File: src/rss_pkg.sv
package rss_pkg;
	// Clock and time base.
	localparam int CNT_W = 33;
	localparam longint unsigned CLK_HZ = 100_000_000;
	localparam longint unsigned HOLD_TIME_MS = 140;
	localparam longint unsigned WD_TIMEOUT_MS = 1600;
	localparam longint unsigned WD_STARTUP_S = 54;
	localparam longint unsigned HOLD_CYC = (HOLD_TIME_MS * CLK_HZ + 999) / 1000;
	localparam longint unsigned WD_CYC = (WD_TIMEOUT_MS * CLK_HZ + 999) / 1000;
	localparam longint unsigned WD_START_CYC = WD_STARTUP_S * CLK_HZ;

	// Register byte offsets.
	localparam logic [7:0] OFF_CTRL = 8'h00;
	localparam logic [7:0] OFF_HOLD_COUNT = 8'h04;
	localparam logic [7:0] OFF_STATUS = 8'h08;
	localparam logic [7:0] OFF_IRQ_STAT = 8'h0c;
	localparam logic [7:0] OFF_IRQ_MASK = 8'h10;

	// Control field positions.
	localparam int CTRL_BAND = 0;
	localparam int CTRL_MARGIN = 1;
	localparam int CTRL_TIMEOUT_SET = 2;
	localparam int CTRL_SEP_FAULT = 3;
	localparam int CTRL_PER_RAIL = 4;
	localparam int CTRL_W = 5;

	// Status field positions.
	localparam int STAT_RESET = 0;
	localparam int STAT_FAULT = 1;
	localparam int STAT_ARMED = 2;
	localparam int STAT_STATE = 3;
	localparam int STAT_RAILS = 8;

	// Interrupt status and mask bits.
	localparam int IRQ_RESET = 0;
	localparam int IRQ_WATCHDOG = 1;
	localparam int IRQ_RAIL = 2;
	localparam int IRQ_W = 3;

	// Values after reset.
	localparam logic [CTRL_W-1:0] CTRL_RST = 5'h00;
	localparam logic [31:0] HOLD_COUNT_RST = 32'h0000_1388;
	localparam logic [IRQ_W-1:0] IRQ_RST = 3'h0;

	typedef enum logic [2:0] {
		ST_ASSERT = 3'b001,
		ST_HOLD = 3'b010,
		ST_RUN = 3'b100
	} rss_state_e;
endpackage

File: src/rss_wd_if.sv
interface rss_wd_if;
	logic arm;
	logic startup;
	logic kick;
	logic expire;

	modport host (output arm, output startup, output kick, input expire);
	modport dog (input arm, input startup, input kick, output expire);
endinterface

File: src/rss_hold_timer.sv
module rss_hold_timer
	import rss_pkg::*;
#(
	parameter int CW = CNT_W,
	parameter longint unsigned DEF_CYC = HOLD_CYC
) (
	// Clock and reset.
	input wire logic clk,
	input wire logic rst,
	input wire logic ce,
	// Control.
	input wire logic start,
	input wire logic useExt,
	input wire logic [CW-1:0] extCount,
	// Result.
	output logic done,
	output logic busy
);
	logic [CW-1:0] cnt_r, cnt_nxt;
	logic run_r, run_nxt;
	logic [CW-1:0] loadLen;
	logic [CW-1:0] elapsed_r;
	logic [CW-1:0] loaded_r;

	assign done = run_r && (cnt_r == '0);
	assign busy = run_r;

	always_comb begin
		loadLen = CW'(DEF_CYC);
		if (useExt) begin
			loadLen = (extCount == '0) ? CW'(1) : extCount;
		end
		cnt_nxt = cnt_r;
		run_nxt = run_r;
		if (start) begin
			cnt_nxt = loadLen - CW'(1);
			run_nxt = 1'b1;
		end else if (run_r) begin
			if (cnt_r == '0) begin
				run_nxt = 1'b0;
			end else begin
				cnt_nxt = cnt_r - CW'(1);
			end
		end
	end

	always_ff @(posedge clk or posedge rst) begin
		if (rst) begin
			cnt_r <= '0;
			run_r <= 1'b0;
		end else if (ce) begin
			cnt_r <= cnt_nxt;
			run_r <= run_nxt;
		end
	end

	// Helper logic: cycles seen since the last start, and the length loaded then.
	always_ff @(posedge clk or posedge rst) begin
		if (rst) begin
			elapsed_r <= '0;
			loaded_r <= '0;
		end else if (ce) begin
			elapsed_r <= start ? '0 : elapsed_r + CW'(1);
			loaded_r <= start ? loadLen : loaded_r;
		end
	end
endmodule

File: src/rss_supervisor.sv
// What this block does
// - Outside margin test, reset is asserted while any rail is below threshold or manual reset is requested.
// - Once all rails are good and manual reset is released, reset stays for the full hold time.
// - The hold time is 140 ms by default or a software count when the timeout select is set.
// - An unserviced watchdog asserts reset, or the separate fault flag on that variant.
// - A floating kick input disables the watchdog entirely.
// - After reset ends the first watchdog interval is 54 s, except on the separate-flag variant.
// - Margin test holds reset, the watchdog fault flag and the rail flags deasserted whatever the rails do.
// - The band select picks the 5% or 10% comparator result for all rails.
// - Each rail has its own fail flag that follows only that rail.
// - Outside margin test, reset is released only when every rail is present.
module rss_supervisor
	import rss_pkg::*;
#(
	parameter int RAILS = 8,
	parameter longint unsigned HOLD_CYCLES = HOLD_CYC,
	parameter longint unsigned WD_CYCLES = WD_CYC,
	parameter longint unsigned WD_START_CYCLES = WD_START_CYC
) (
	// Clock, reset and enable.
	input wire logic clk,
	input wire logic rst,
	input wire logic ce,
	// AHB-Lite slave.
	input wire logic hsel,
	input wire logic [31:0] haddr,
	input wire logic [1:0] htrans,
	input wire logic hwrite,
	input wire logic [2:0] hsize,
	input wire logic [31:0] hwdata,
	input wire logic hready,
	output logic hreadyout,
	output logic hresp,
	output logic [31:0] hrdata,
	// Rail comparators and supervisory inputs.
	input wire logic [RAILS-1:0] railBelow5,
	input wire logic [RAILS-1:0] railBelow10,
	input wire logic manualResetRequest,
	input wire logic watchdogKickPin,
	input wire logic watchdogKickFloating,
	// Supervisory outputs.
	output logic resetOut,
	output logic watchdogFaultFlag,
	output logic [RAILS-1:0] railFailFlag,
	output logic irq
);
	function automatic logic isReg(input logic [31:0] addr, input logic [7:0] off);
		isReg = (addr[7:0] == off) && (addr[31:8] == '0);
	endfunction

	// Bus and register state.
	logic addrPhase;
	logic wrPend_r, wrPend_nxt;
	logic [31:0] wrAddr_r, wrAddr_nxt;
	logic [31:0] hrdata_r, hrdata_nxt;
	logic [CTRL_W-1:0] ctrl_r, ctrl_nxt;
	logic [31:0] holdCount_r, holdCount_nxt;
	logic [IRQ_W-1:0] irqStat_r, irqStat_nxt;
	logic [IRQ_W-1:0] irqMask_r, irqMask_nxt;
	logic [31:0] statusWord;
	logic [IRQ_W-1:0] irqEvents;
	logic statClear;

	// Sequencer state.
	rss_state_e state_r, state_nxt;
	logic resetOut_r, resetOut_nxt;
	logic fault_r, fault_nxt;
	logic [RAILS-1:0] railFlag_r, railFlag_nxt;
	logic kickPrev_r;
	logic anyFail_r;
	logic [RAILS-1:0] railFail;
	logic anyFail;
	logic condition;
	logic margin;
	logic separate;
	logic kickEdge;
	logic holdStart;
	logic holdDone;
	logic wdExpire;

	rss_wd_if wdBus();

	assign margin = ctrl_r[CTRL_MARGIN];
	assign separate = ctrl_r[CTRL_SEP_FAULT];

	// Rail selection per band.
	generate
		for (genvar i = 0; i < RAILS; i++) begin : g_rail
			assign railFail[i] = ctrl_r[CTRL_BAND] ? railBelow10[i] : railBelow5[i];
		end
	endgenerate

	assign anyFail = |railFail;
	assign condition = anyFail || manualResetRequest;
	assign kickEdge = watchdogKickPin ^ kickPrev_r;

	// Sequencer next state.
	always_comb begin
		state_nxt = state_r;
		holdStart = 1'b0;
		case (state_r)
			ST_ASSERT: begin
				if (!condition) begin
					state_nxt = ST_HOLD;
					holdStart = 1'b1;
				end
			end
			ST_HOLD: begin
				if (condition) begin
					state_nxt = ST_ASSERT;
				end else if (holdDone) begin
					state_nxt = ST_RUN;
				end
			end
			ST_RUN: begin
				if (condition) begin
					state_nxt = ST_ASSERT;
				end else if (wdExpire && !separate) begin
					state_nxt = ST_HOLD;
					holdStart = 1'b1;
				end
			end
			default: begin
				state_nxt = ST_ASSERT;
			end
		endcase
		resetOut_nxt = (state_nxt != ST_RUN) && !margin;
		fault_nxt = separate && !margin && (fault_r || wdExpire) && (wdExpire || !kickEdge);
		for (int i = 0; i < RAILS; i++) begin
			railFlag_nxt[i] = railFail[i] && ctrl_r[CTRL_PER_RAIL] && !margin;
		end
	end

	always_ff @(posedge clk or posedge rst) begin
		if (rst) begin
			state_r <= ST_ASSERT;
			resetOut_r <= 1'b1;
			fault_r <= 1'b0;
			railFlag_r <= '0;
			kickPrev_r <= 1'b0;
			anyFail_r <= 1'b0;
		end else if (ce) begin
			state_r <= state_nxt;
			resetOut_r <= resetOut_nxt;
			fault_r <= fault_nxt;
			railFlag_r <= railFlag_nxt;
			kickPrev_r <= watchdogKickPin;
			anyFail_r <= anyFail;
		end
	end

	assign resetOut = resetOut_r;
	assign watchdogFaultFlag = fault_r;
	assign railFailFlag = railFlag_r;

	rss_hold_timer #(
		.CW(CNT_W),
		.DEF_CYC(HOLD_CYCLES)
	) u_hold (
		.clk(clk),
		.rst(rst),
		.ce(ce),
		.start(holdStart),
		.useExt(ctrl_r[CTRL_TIMEOUT_SET]),
		.extCount({1'b0, holdCount_r}),
		.done(holdDone),
		.busy()
	);

	// Watchdog runs only outside reset and only when the kick pin is driven.
	assign wdBus.arm = (state_r == ST_RUN) && !watchdogKickFloating;
	assign wdBus.startup = !separate;
	assign wdBus.kick = kickEdge;
	assign wdExpire = wdBus.expire;

	rss_watchdog #(
		.CW(CNT_W),
		.TIMEOUT_CYC(WD_CYCLES),
		.START_CYC(WD_START_CYCLES)
	) u_wd (
		.clk(clk),
		.rst(rst),
		.ce(ce),
		.wd(wdBus.dog)
	);

	// Register bus: zero wait states, frozen while the clock enable is low.
	assign hreadyout = ce;
	assign hresp = 1'b0;
	assign hrdata = hrdata_r;
	assign addrPhase = hsel && hready && htrans[1] && ce;
	assign statClear = addrPhase && !hwrite && isReg(haddr, OFF_IRQ_STAT);
	assign irqEvents[IRQ_RESET] = resetOut_nxt && !resetOut_r;
	assign irqEvents[IRQ_WATCHDOG] = wdExpire;
	assign irqEvents[IRQ_RAIL] = anyFail && !anyFail_r;
	assign irq = |(irqStat_r & irqMask_r);

	always_comb begin
		statusWord = '0;
		statusWord[STAT_RESET] = resetOut_r;
		statusWord[STAT_FAULT] = fault_r;
		statusWord[STAT_ARMED] = wdBus.arm;
		statusWord[STAT_STATE +: 3] = state_r;
		statusWord[STAT_RAILS +: RAILS] = railFail;
	end

	always_comb begin
		wrPend_nxt = addrPhase && hwrite;
		wrAddr_nxt = addrPhase ? haddr : wrAddr_r;
		hrdata_nxt = hrdata_r;
		ctrl_nxt = ctrl_r;
		holdCount_nxt = holdCount_r;
		irqMask_nxt = irqMask_r;
		if (addrPhase && !hwrite) begin
			hrdata_nxt = '0;
			if (isReg(haddr, OFF_CTRL)) begin
				hrdata_nxt[CTRL_W-1:0] = ctrl_r;
			end
			if (isReg(haddr, OFF_HOLD_COUNT)) begin
				hrdata_nxt = holdCount_r;
			end
			if (isReg(haddr, OFF_STATUS)) begin
				hrdata_nxt = statusWord;
			end
			if (isReg(haddr, OFF_IRQ_STAT)) begin
				hrdata_nxt[IRQ_W-1:0] = irqStat_r;
			end
			if (isReg(haddr, OFF_IRQ_MASK)) begin
				hrdata_nxt[IRQ_W-1:0] = irqMask_r;
			end
		end
		if (wrPend_r) begin
			if (isReg(wrAddr_r, OFF_CTRL)) begin
				ctrl_nxt = hwdata[CTRL_W-1:0];
			end
			if (isReg(wrAddr_r, OFF_HOLD_COUNT)) begin
				holdCount_nxt = hwdata;
			end
			if (isReg(wrAddr_r, OFF_IRQ_MASK)) begin
				irqMask_nxt = hwdata[IRQ_W-1:0];
			end
		end
		// A new event in the clearing cycle survives the clear.
		irqStat_nxt = (statClear ? IRQ_RST : irqStat_r) | irqEvents;
	end

	always_ff @(posedge clk or posedge rst) begin
		if (rst) begin
			wrPend_r <= 1'b0;
			wrAddr_r <= '0;
			hrdata_r <= '0;
			ctrl_r <= CTRL_RST;
			holdCount_r <= HOLD_COUNT_RST;
			irqStat_r <= IRQ_RST;
			irqMask_r <= IRQ_RST;
		end else if (ce) begin
			wrPend_r <= wrPend_nxt;
			wrAddr_r <= wrAddr_nxt;
			hrdata_r <= hrdata_nxt;
			ctrl_r <= ctrl_nxt;
			holdCount_r <= holdCount_nxt;
			irqStat_r <= irqStat_nxt;
			irqMask_r <= irqMask_nxt;
		end
	end
endmodule

File: src/rss_watchdog.sv
module rss_watchdog
	import rss_pkg::*;
#(
	parameter int CW = CNT_W,
	parameter longint unsigned TIMEOUT_CYC = WD_CYC,
	parameter longint unsigned START_CYC = WD_START_CYC
) (
	// Clock and reset.
	input wire logic clk,
	input wire logic rst,
	input wire logic ce,
	// Link to the sequencer.
	rss_wd_if.dog wd
);
	logic [CW-1:0] cnt_r, cnt_nxt;
	logic armPrev_r;

	// Expiry is a one-cycle pulse; a kick in the same cycle wins.
	assign wd.expire = wd.arm && armPrev_r && (cnt_r == '0) && !wd.kick;

	always_comb begin
		cnt_nxt = cnt_r;
		if (!wd.arm) begin
			cnt_nxt = '0;
		end else if (!armPrev_r) begin
			cnt_nxt = wd.startup ? CW'(START_CYC - 1) : CW'(TIMEOUT_CYC - 1);
		end else if (wd.kick || cnt_r == '0) begin
			cnt_nxt = CW'(TIMEOUT_CYC - 1);
		end else begin
			cnt_nxt = cnt_r - CW'(1);
		end
	end

	always_ff @(posedge clk or posedge rst) begin
		if (rst) begin
			cnt_r <= '0;
			armPrev_r <= 1'b0;
		end else if (ce) begin
			cnt_r <= cnt_nxt;
			armPrev_r <= wd.arm;
		end
	end
endmodule

File: config.mk
export PLATFORM = sky130hd
export DESIGN_NAME = rss_supervisor
export DESIGN_NICKNAME = d
export VERILOG_FILES = /design/src/rss_pkg.sv /design/src/rss_wd_if.sv /design/src/rss_hold_timer.sv /design/src/rss_supervisor.sv /design/src/rss_watchdog.sv
export SDC_FILE = /design/constraint.sdc
export NUM_CORES = 1
export LEC_CHECK = 0
export ABC_AREA = 1
export CAP_MARGIN = 20
export CORE_MARGIN = 2
export CORE_UTILIZATION = 60
export CTS_CLUSTER_SIZE = 12
export DETAILED_ROUTE_END_ITERATION = 12
export DONT_BUFFER_PORTS = 1
export PLACE_DENSITY = 0.76
export SKIP_CTS_REPAIR_TIMING = 1
export SLEW_MARGIN = 25
export SYNTH_ARGS = -nofsm -noshare
export SYNTH_HDL_FRONTEND = slang
export SYNTH_SLANG_ARGS = --single-unit
File: constraint.sdc
create_clock -name clk -period 13.94 [get_ports clk]
set_input_delay 1.394 -clock clk [delete_from_list [all_inputs] [get_ports clk]]
set_output_delay 1.394 -clock clk [all_outputs]
set_load 0.02 [all_outputs]
==> qor.txt <==
io pins = 139
status = complete, no violations
Slew HR = 33.4%
most common cell after layout, fill and taps aside = nand2_1
post-route antenna net violation count = 0
die width = 137 um
Final WS setup = 9.18 ns
Slowest-stage cell, CP = nand4_2
FF-to-FF path depth = 12
Crit path buffers/inverters = 3
worst-path fanout max = 39
area delta synth->final = 6.78%
Final Setup Violations = 0
Ys Warns = 0
vias per cell = 5.73
Die Area = 0.0187 mm^2
Worst setup EP type = flop
share of the synthesized area in the top cell type = 43.6%
H-tree depth = 4
Hold/Removal Path Class = flop to flop
CP Cell Sequence = o21ai_0 > nand2_2 > nor2_4 > nand4_2 > nand2_4 > inv_2 > a21oi_2 > buf_4 > inv_1 > a21oi_1 > o21ai_0 > o21ai_0
first drt pass iteration count = 5
largest net degree at the start of global routing = 124
Least-Margin Pin Slew = 0.996 ns
routability cong. = 0.920
hold_ws = 0.482 ns
vias in the first global route = 9102
Syn Nets = 1511
sequential share of the synthesized area = 45.4%
row cnt = 48
initial drt markers = 663
Post-Synthesis Cells = 1414
HPWL Detailed = 19.6 mm
via count = 9363
fmax = 210 MHz
most frequent cells in the layout = nand2_1 (446), dfrtp_1 (184), inv_1 (156)
Synth area leaders = dfrtp_1 (44%), nand2_1 (16%), o21ai_0 (5.7%)
CTS Sinks = 191
WL/cell = 16.8 um
Worst Setup Start Kind = input pin
clock-pin transition on the worst setup and hold timing paths = 0.07 ns
Multi-input gate area = 0.00493 mm^2
end point of the critical path = u_hold.cnt_r[8]$_DFFE_PP0P_
Final Non-Filler Cells = 1635
max_cap viols = 0
max-slew violations = 0
Layout Utilization = 65.4%
crit path launch = railBelow5[4]
Post-synth EDFFs = 0
syn_area_per_cell = 7.46 um^2
fill count = 1511
first-pass GRT wire length = 44.8 mm
Worst-Skew Late Latency = 0.45 ns
final wirelength = 27.5 mm
IR drop worst, VDD = 0.0911 mV
chip height = 137 um
initial antenna violation count = 7
layout cell share with drive strength beyond 1 = 8.68%
Place WS = 8.83 ns
cell taking the most area after synthesis = dfrtp_1
CP delay by family, top = simple AND/OR/NAND/NOR gates
Register Area = 0.00479 mm^2
CTS Buf Count = 17
GR Overflow Total = 0
Largest stage delay, worst path = 0.76 ns
GR Util All Layers = 31.1%
Cell variety after synth = 51
minimum clock period = 4.76 ns
CP Depth = 12
Initial Util = 61.2%
Fin. Hold Viols = 0
CP Data Arrival Time = 5.12 ns
cell mode on critical path = o21ai_0
P per Cell Area = 129 mW/mm^2
ys async rst share = 100%
core box area = 0.0172 mm^2
Tcrit/Tclk final = 34.1%
Synth Register Bits = 191
kind of critical path = input pin to flop
placed insts = 1598
final net count = 1489
worst endpoint required time = 14.30 ns
PortBufs = 0
r2r endpoint = u_hold.cnt_r[8]$_DFFE_PP0P_
CTS tree = built
clock root buffer master = clkbuf_16
Fin Clk Skew = 0.0148 ns
FF-to-FF Start = ctrl_r[0]$_DFFE_PP0P_
Worst R2R Setup Slack = 9.50 ns
ys flop type = dfrtp_1
Cell Area, Synth = 0.0106 mm^2
Post-Route Setup TNS = 0 ns
clk buf depth = 2
RSZ-0062 raised after global routing = no
Static Leak = 0.00578 uW
drt drc = 0
cells by family after synthesis:
family | Yosys count | synth area share [%]
adder cells (fa/ha/maj) | 3 | 0.356
buffers and inverters | 208 | 7.94
other | 1 | 0.0355
XOR/XNOR | 7 | 0.581
AND/OR/NAND/NOR | 767 | 32.0
AO/OA/AOI/OAI | 210 | 10.8
multiplexers | 27 | 2.88
flip-flops | 191 | 45.4
where the power goes:
part / switching (uW) / internal (uW)
sequential: 26.9 / 603
clock: 240 / 257
combinational: 221 / 103
total: 488 / 964
cell usage after synthesis, types with 2 or more instances:
master	n
nand2_1	446
dfrtp_1	184
inv_1	157
nor2_1	124
o21ai_0	120
nand3_1	74
a21oi_1	37
clkbuf_1	32
mux2_2	27
o22ai_1	24
nor4_1	22
nand3b_1	21
nand4_1	19
nor3_1	18
nand2_2	13
nor2_2	10
nor2_4	8
o21ai_1	8
dfstp_2	7
a31oi_1	5
xor2_1	5
buf_2	4
buf_6	4
a211oi_1	3
buf_1	3
buf_4	3
ha_1	3
inv_2	3
o21ai_2	3
o221ai_1	3
nand2_4	2
or2_2	2
xnor2_1	2
metal layers:
| metal | track usage [%] | vias up | part of all wire [%] |
|---|---|---|---|
| met2 | 49.6 | 329 | 47 |
| met3 | 9.30 | 73 | 8.2 |
| li1 | - | 4547 | - |
| met4 | 13.0 | 6 | 3.5 |
| met5 | 0 | - | 0.13 |
| met1 | 39.5 | 4408 | 41 |
worst register-to-register path: cells and delay by family, from the launching register on:
| kind | cells | cell delay, ns |
|---|---|---|
| simple gates | 4 | 1.61 |
| compound gates | 5 | 1.17 |
| flops | 1 | 0.53 |
| buf+inv | 3 | 1.03 |
stage by stage:
| stage | power (uW) | cell area [um^2] |
|---|---|---|
| floorplan | 896 | 10600 |
| global placement | 953 | 10700 |
| detailed placement | 961 | 10700 |
| CTS | 1450 | 11300 |
| global route | 1530 | 11300 |
| finish | 1450 | 11300 |
area by class of cell:
class                           instances  share of cell area, %
Sequential cell                       191                   42.5
Clock buffer                           18                   3.81
Antenna cell                            5                  0.111
Multi-Input combinational cell       1015                   43.7
Inverter                              161                   5.43
Clock inverter                         14                   1.52
Timing Repair Buffer                    6                  0.400
Tap cell                              225                   2.50
how the worst min path moves through the flow:
stage | from | end | cells after the start
global placement | anyFail_r$_DFFE_PP0P_ | irqStat_r[2]$_DFFE_PP0P_ | 1
finish | anyFail_r$_DFFE_PP0P_ | irqStat_r[2]$_DFFE_PP0P_ | 1
CTS | anyFail_r$_DFFE_PP0P_ | irqStat_r[2]$_DFFE_PP0P_ | 1
detailed placement | u_hold.cnt_r[29]$_DFFE_PP0P_ | u_hold.cnt_r[29]$_DFFE_PP0P_ | 2
floorplan | anyFail_r$_DFFE_PP0P_ | irqStat_r[2]$_DFFE_PP0P_ | 1
global route | wrAddr_r[18]$_DFFE_PP0P_ | wrAddr_r[18]$_DFFE_PP0P_ | 2
registers in the layout, summed over array words and instances (netlist names), 3 cells and up:
signal,flops
irqStat_r,3
railFailFlag,8
state_r,3
holdCount_r,32
hrdata,32
ctrl_r,5
irqMask_r,3
u_wd.cnt_r,33
wrAddr_r,32
u_hold.cnt_r,33
Power figures use the tool's default switching activity.
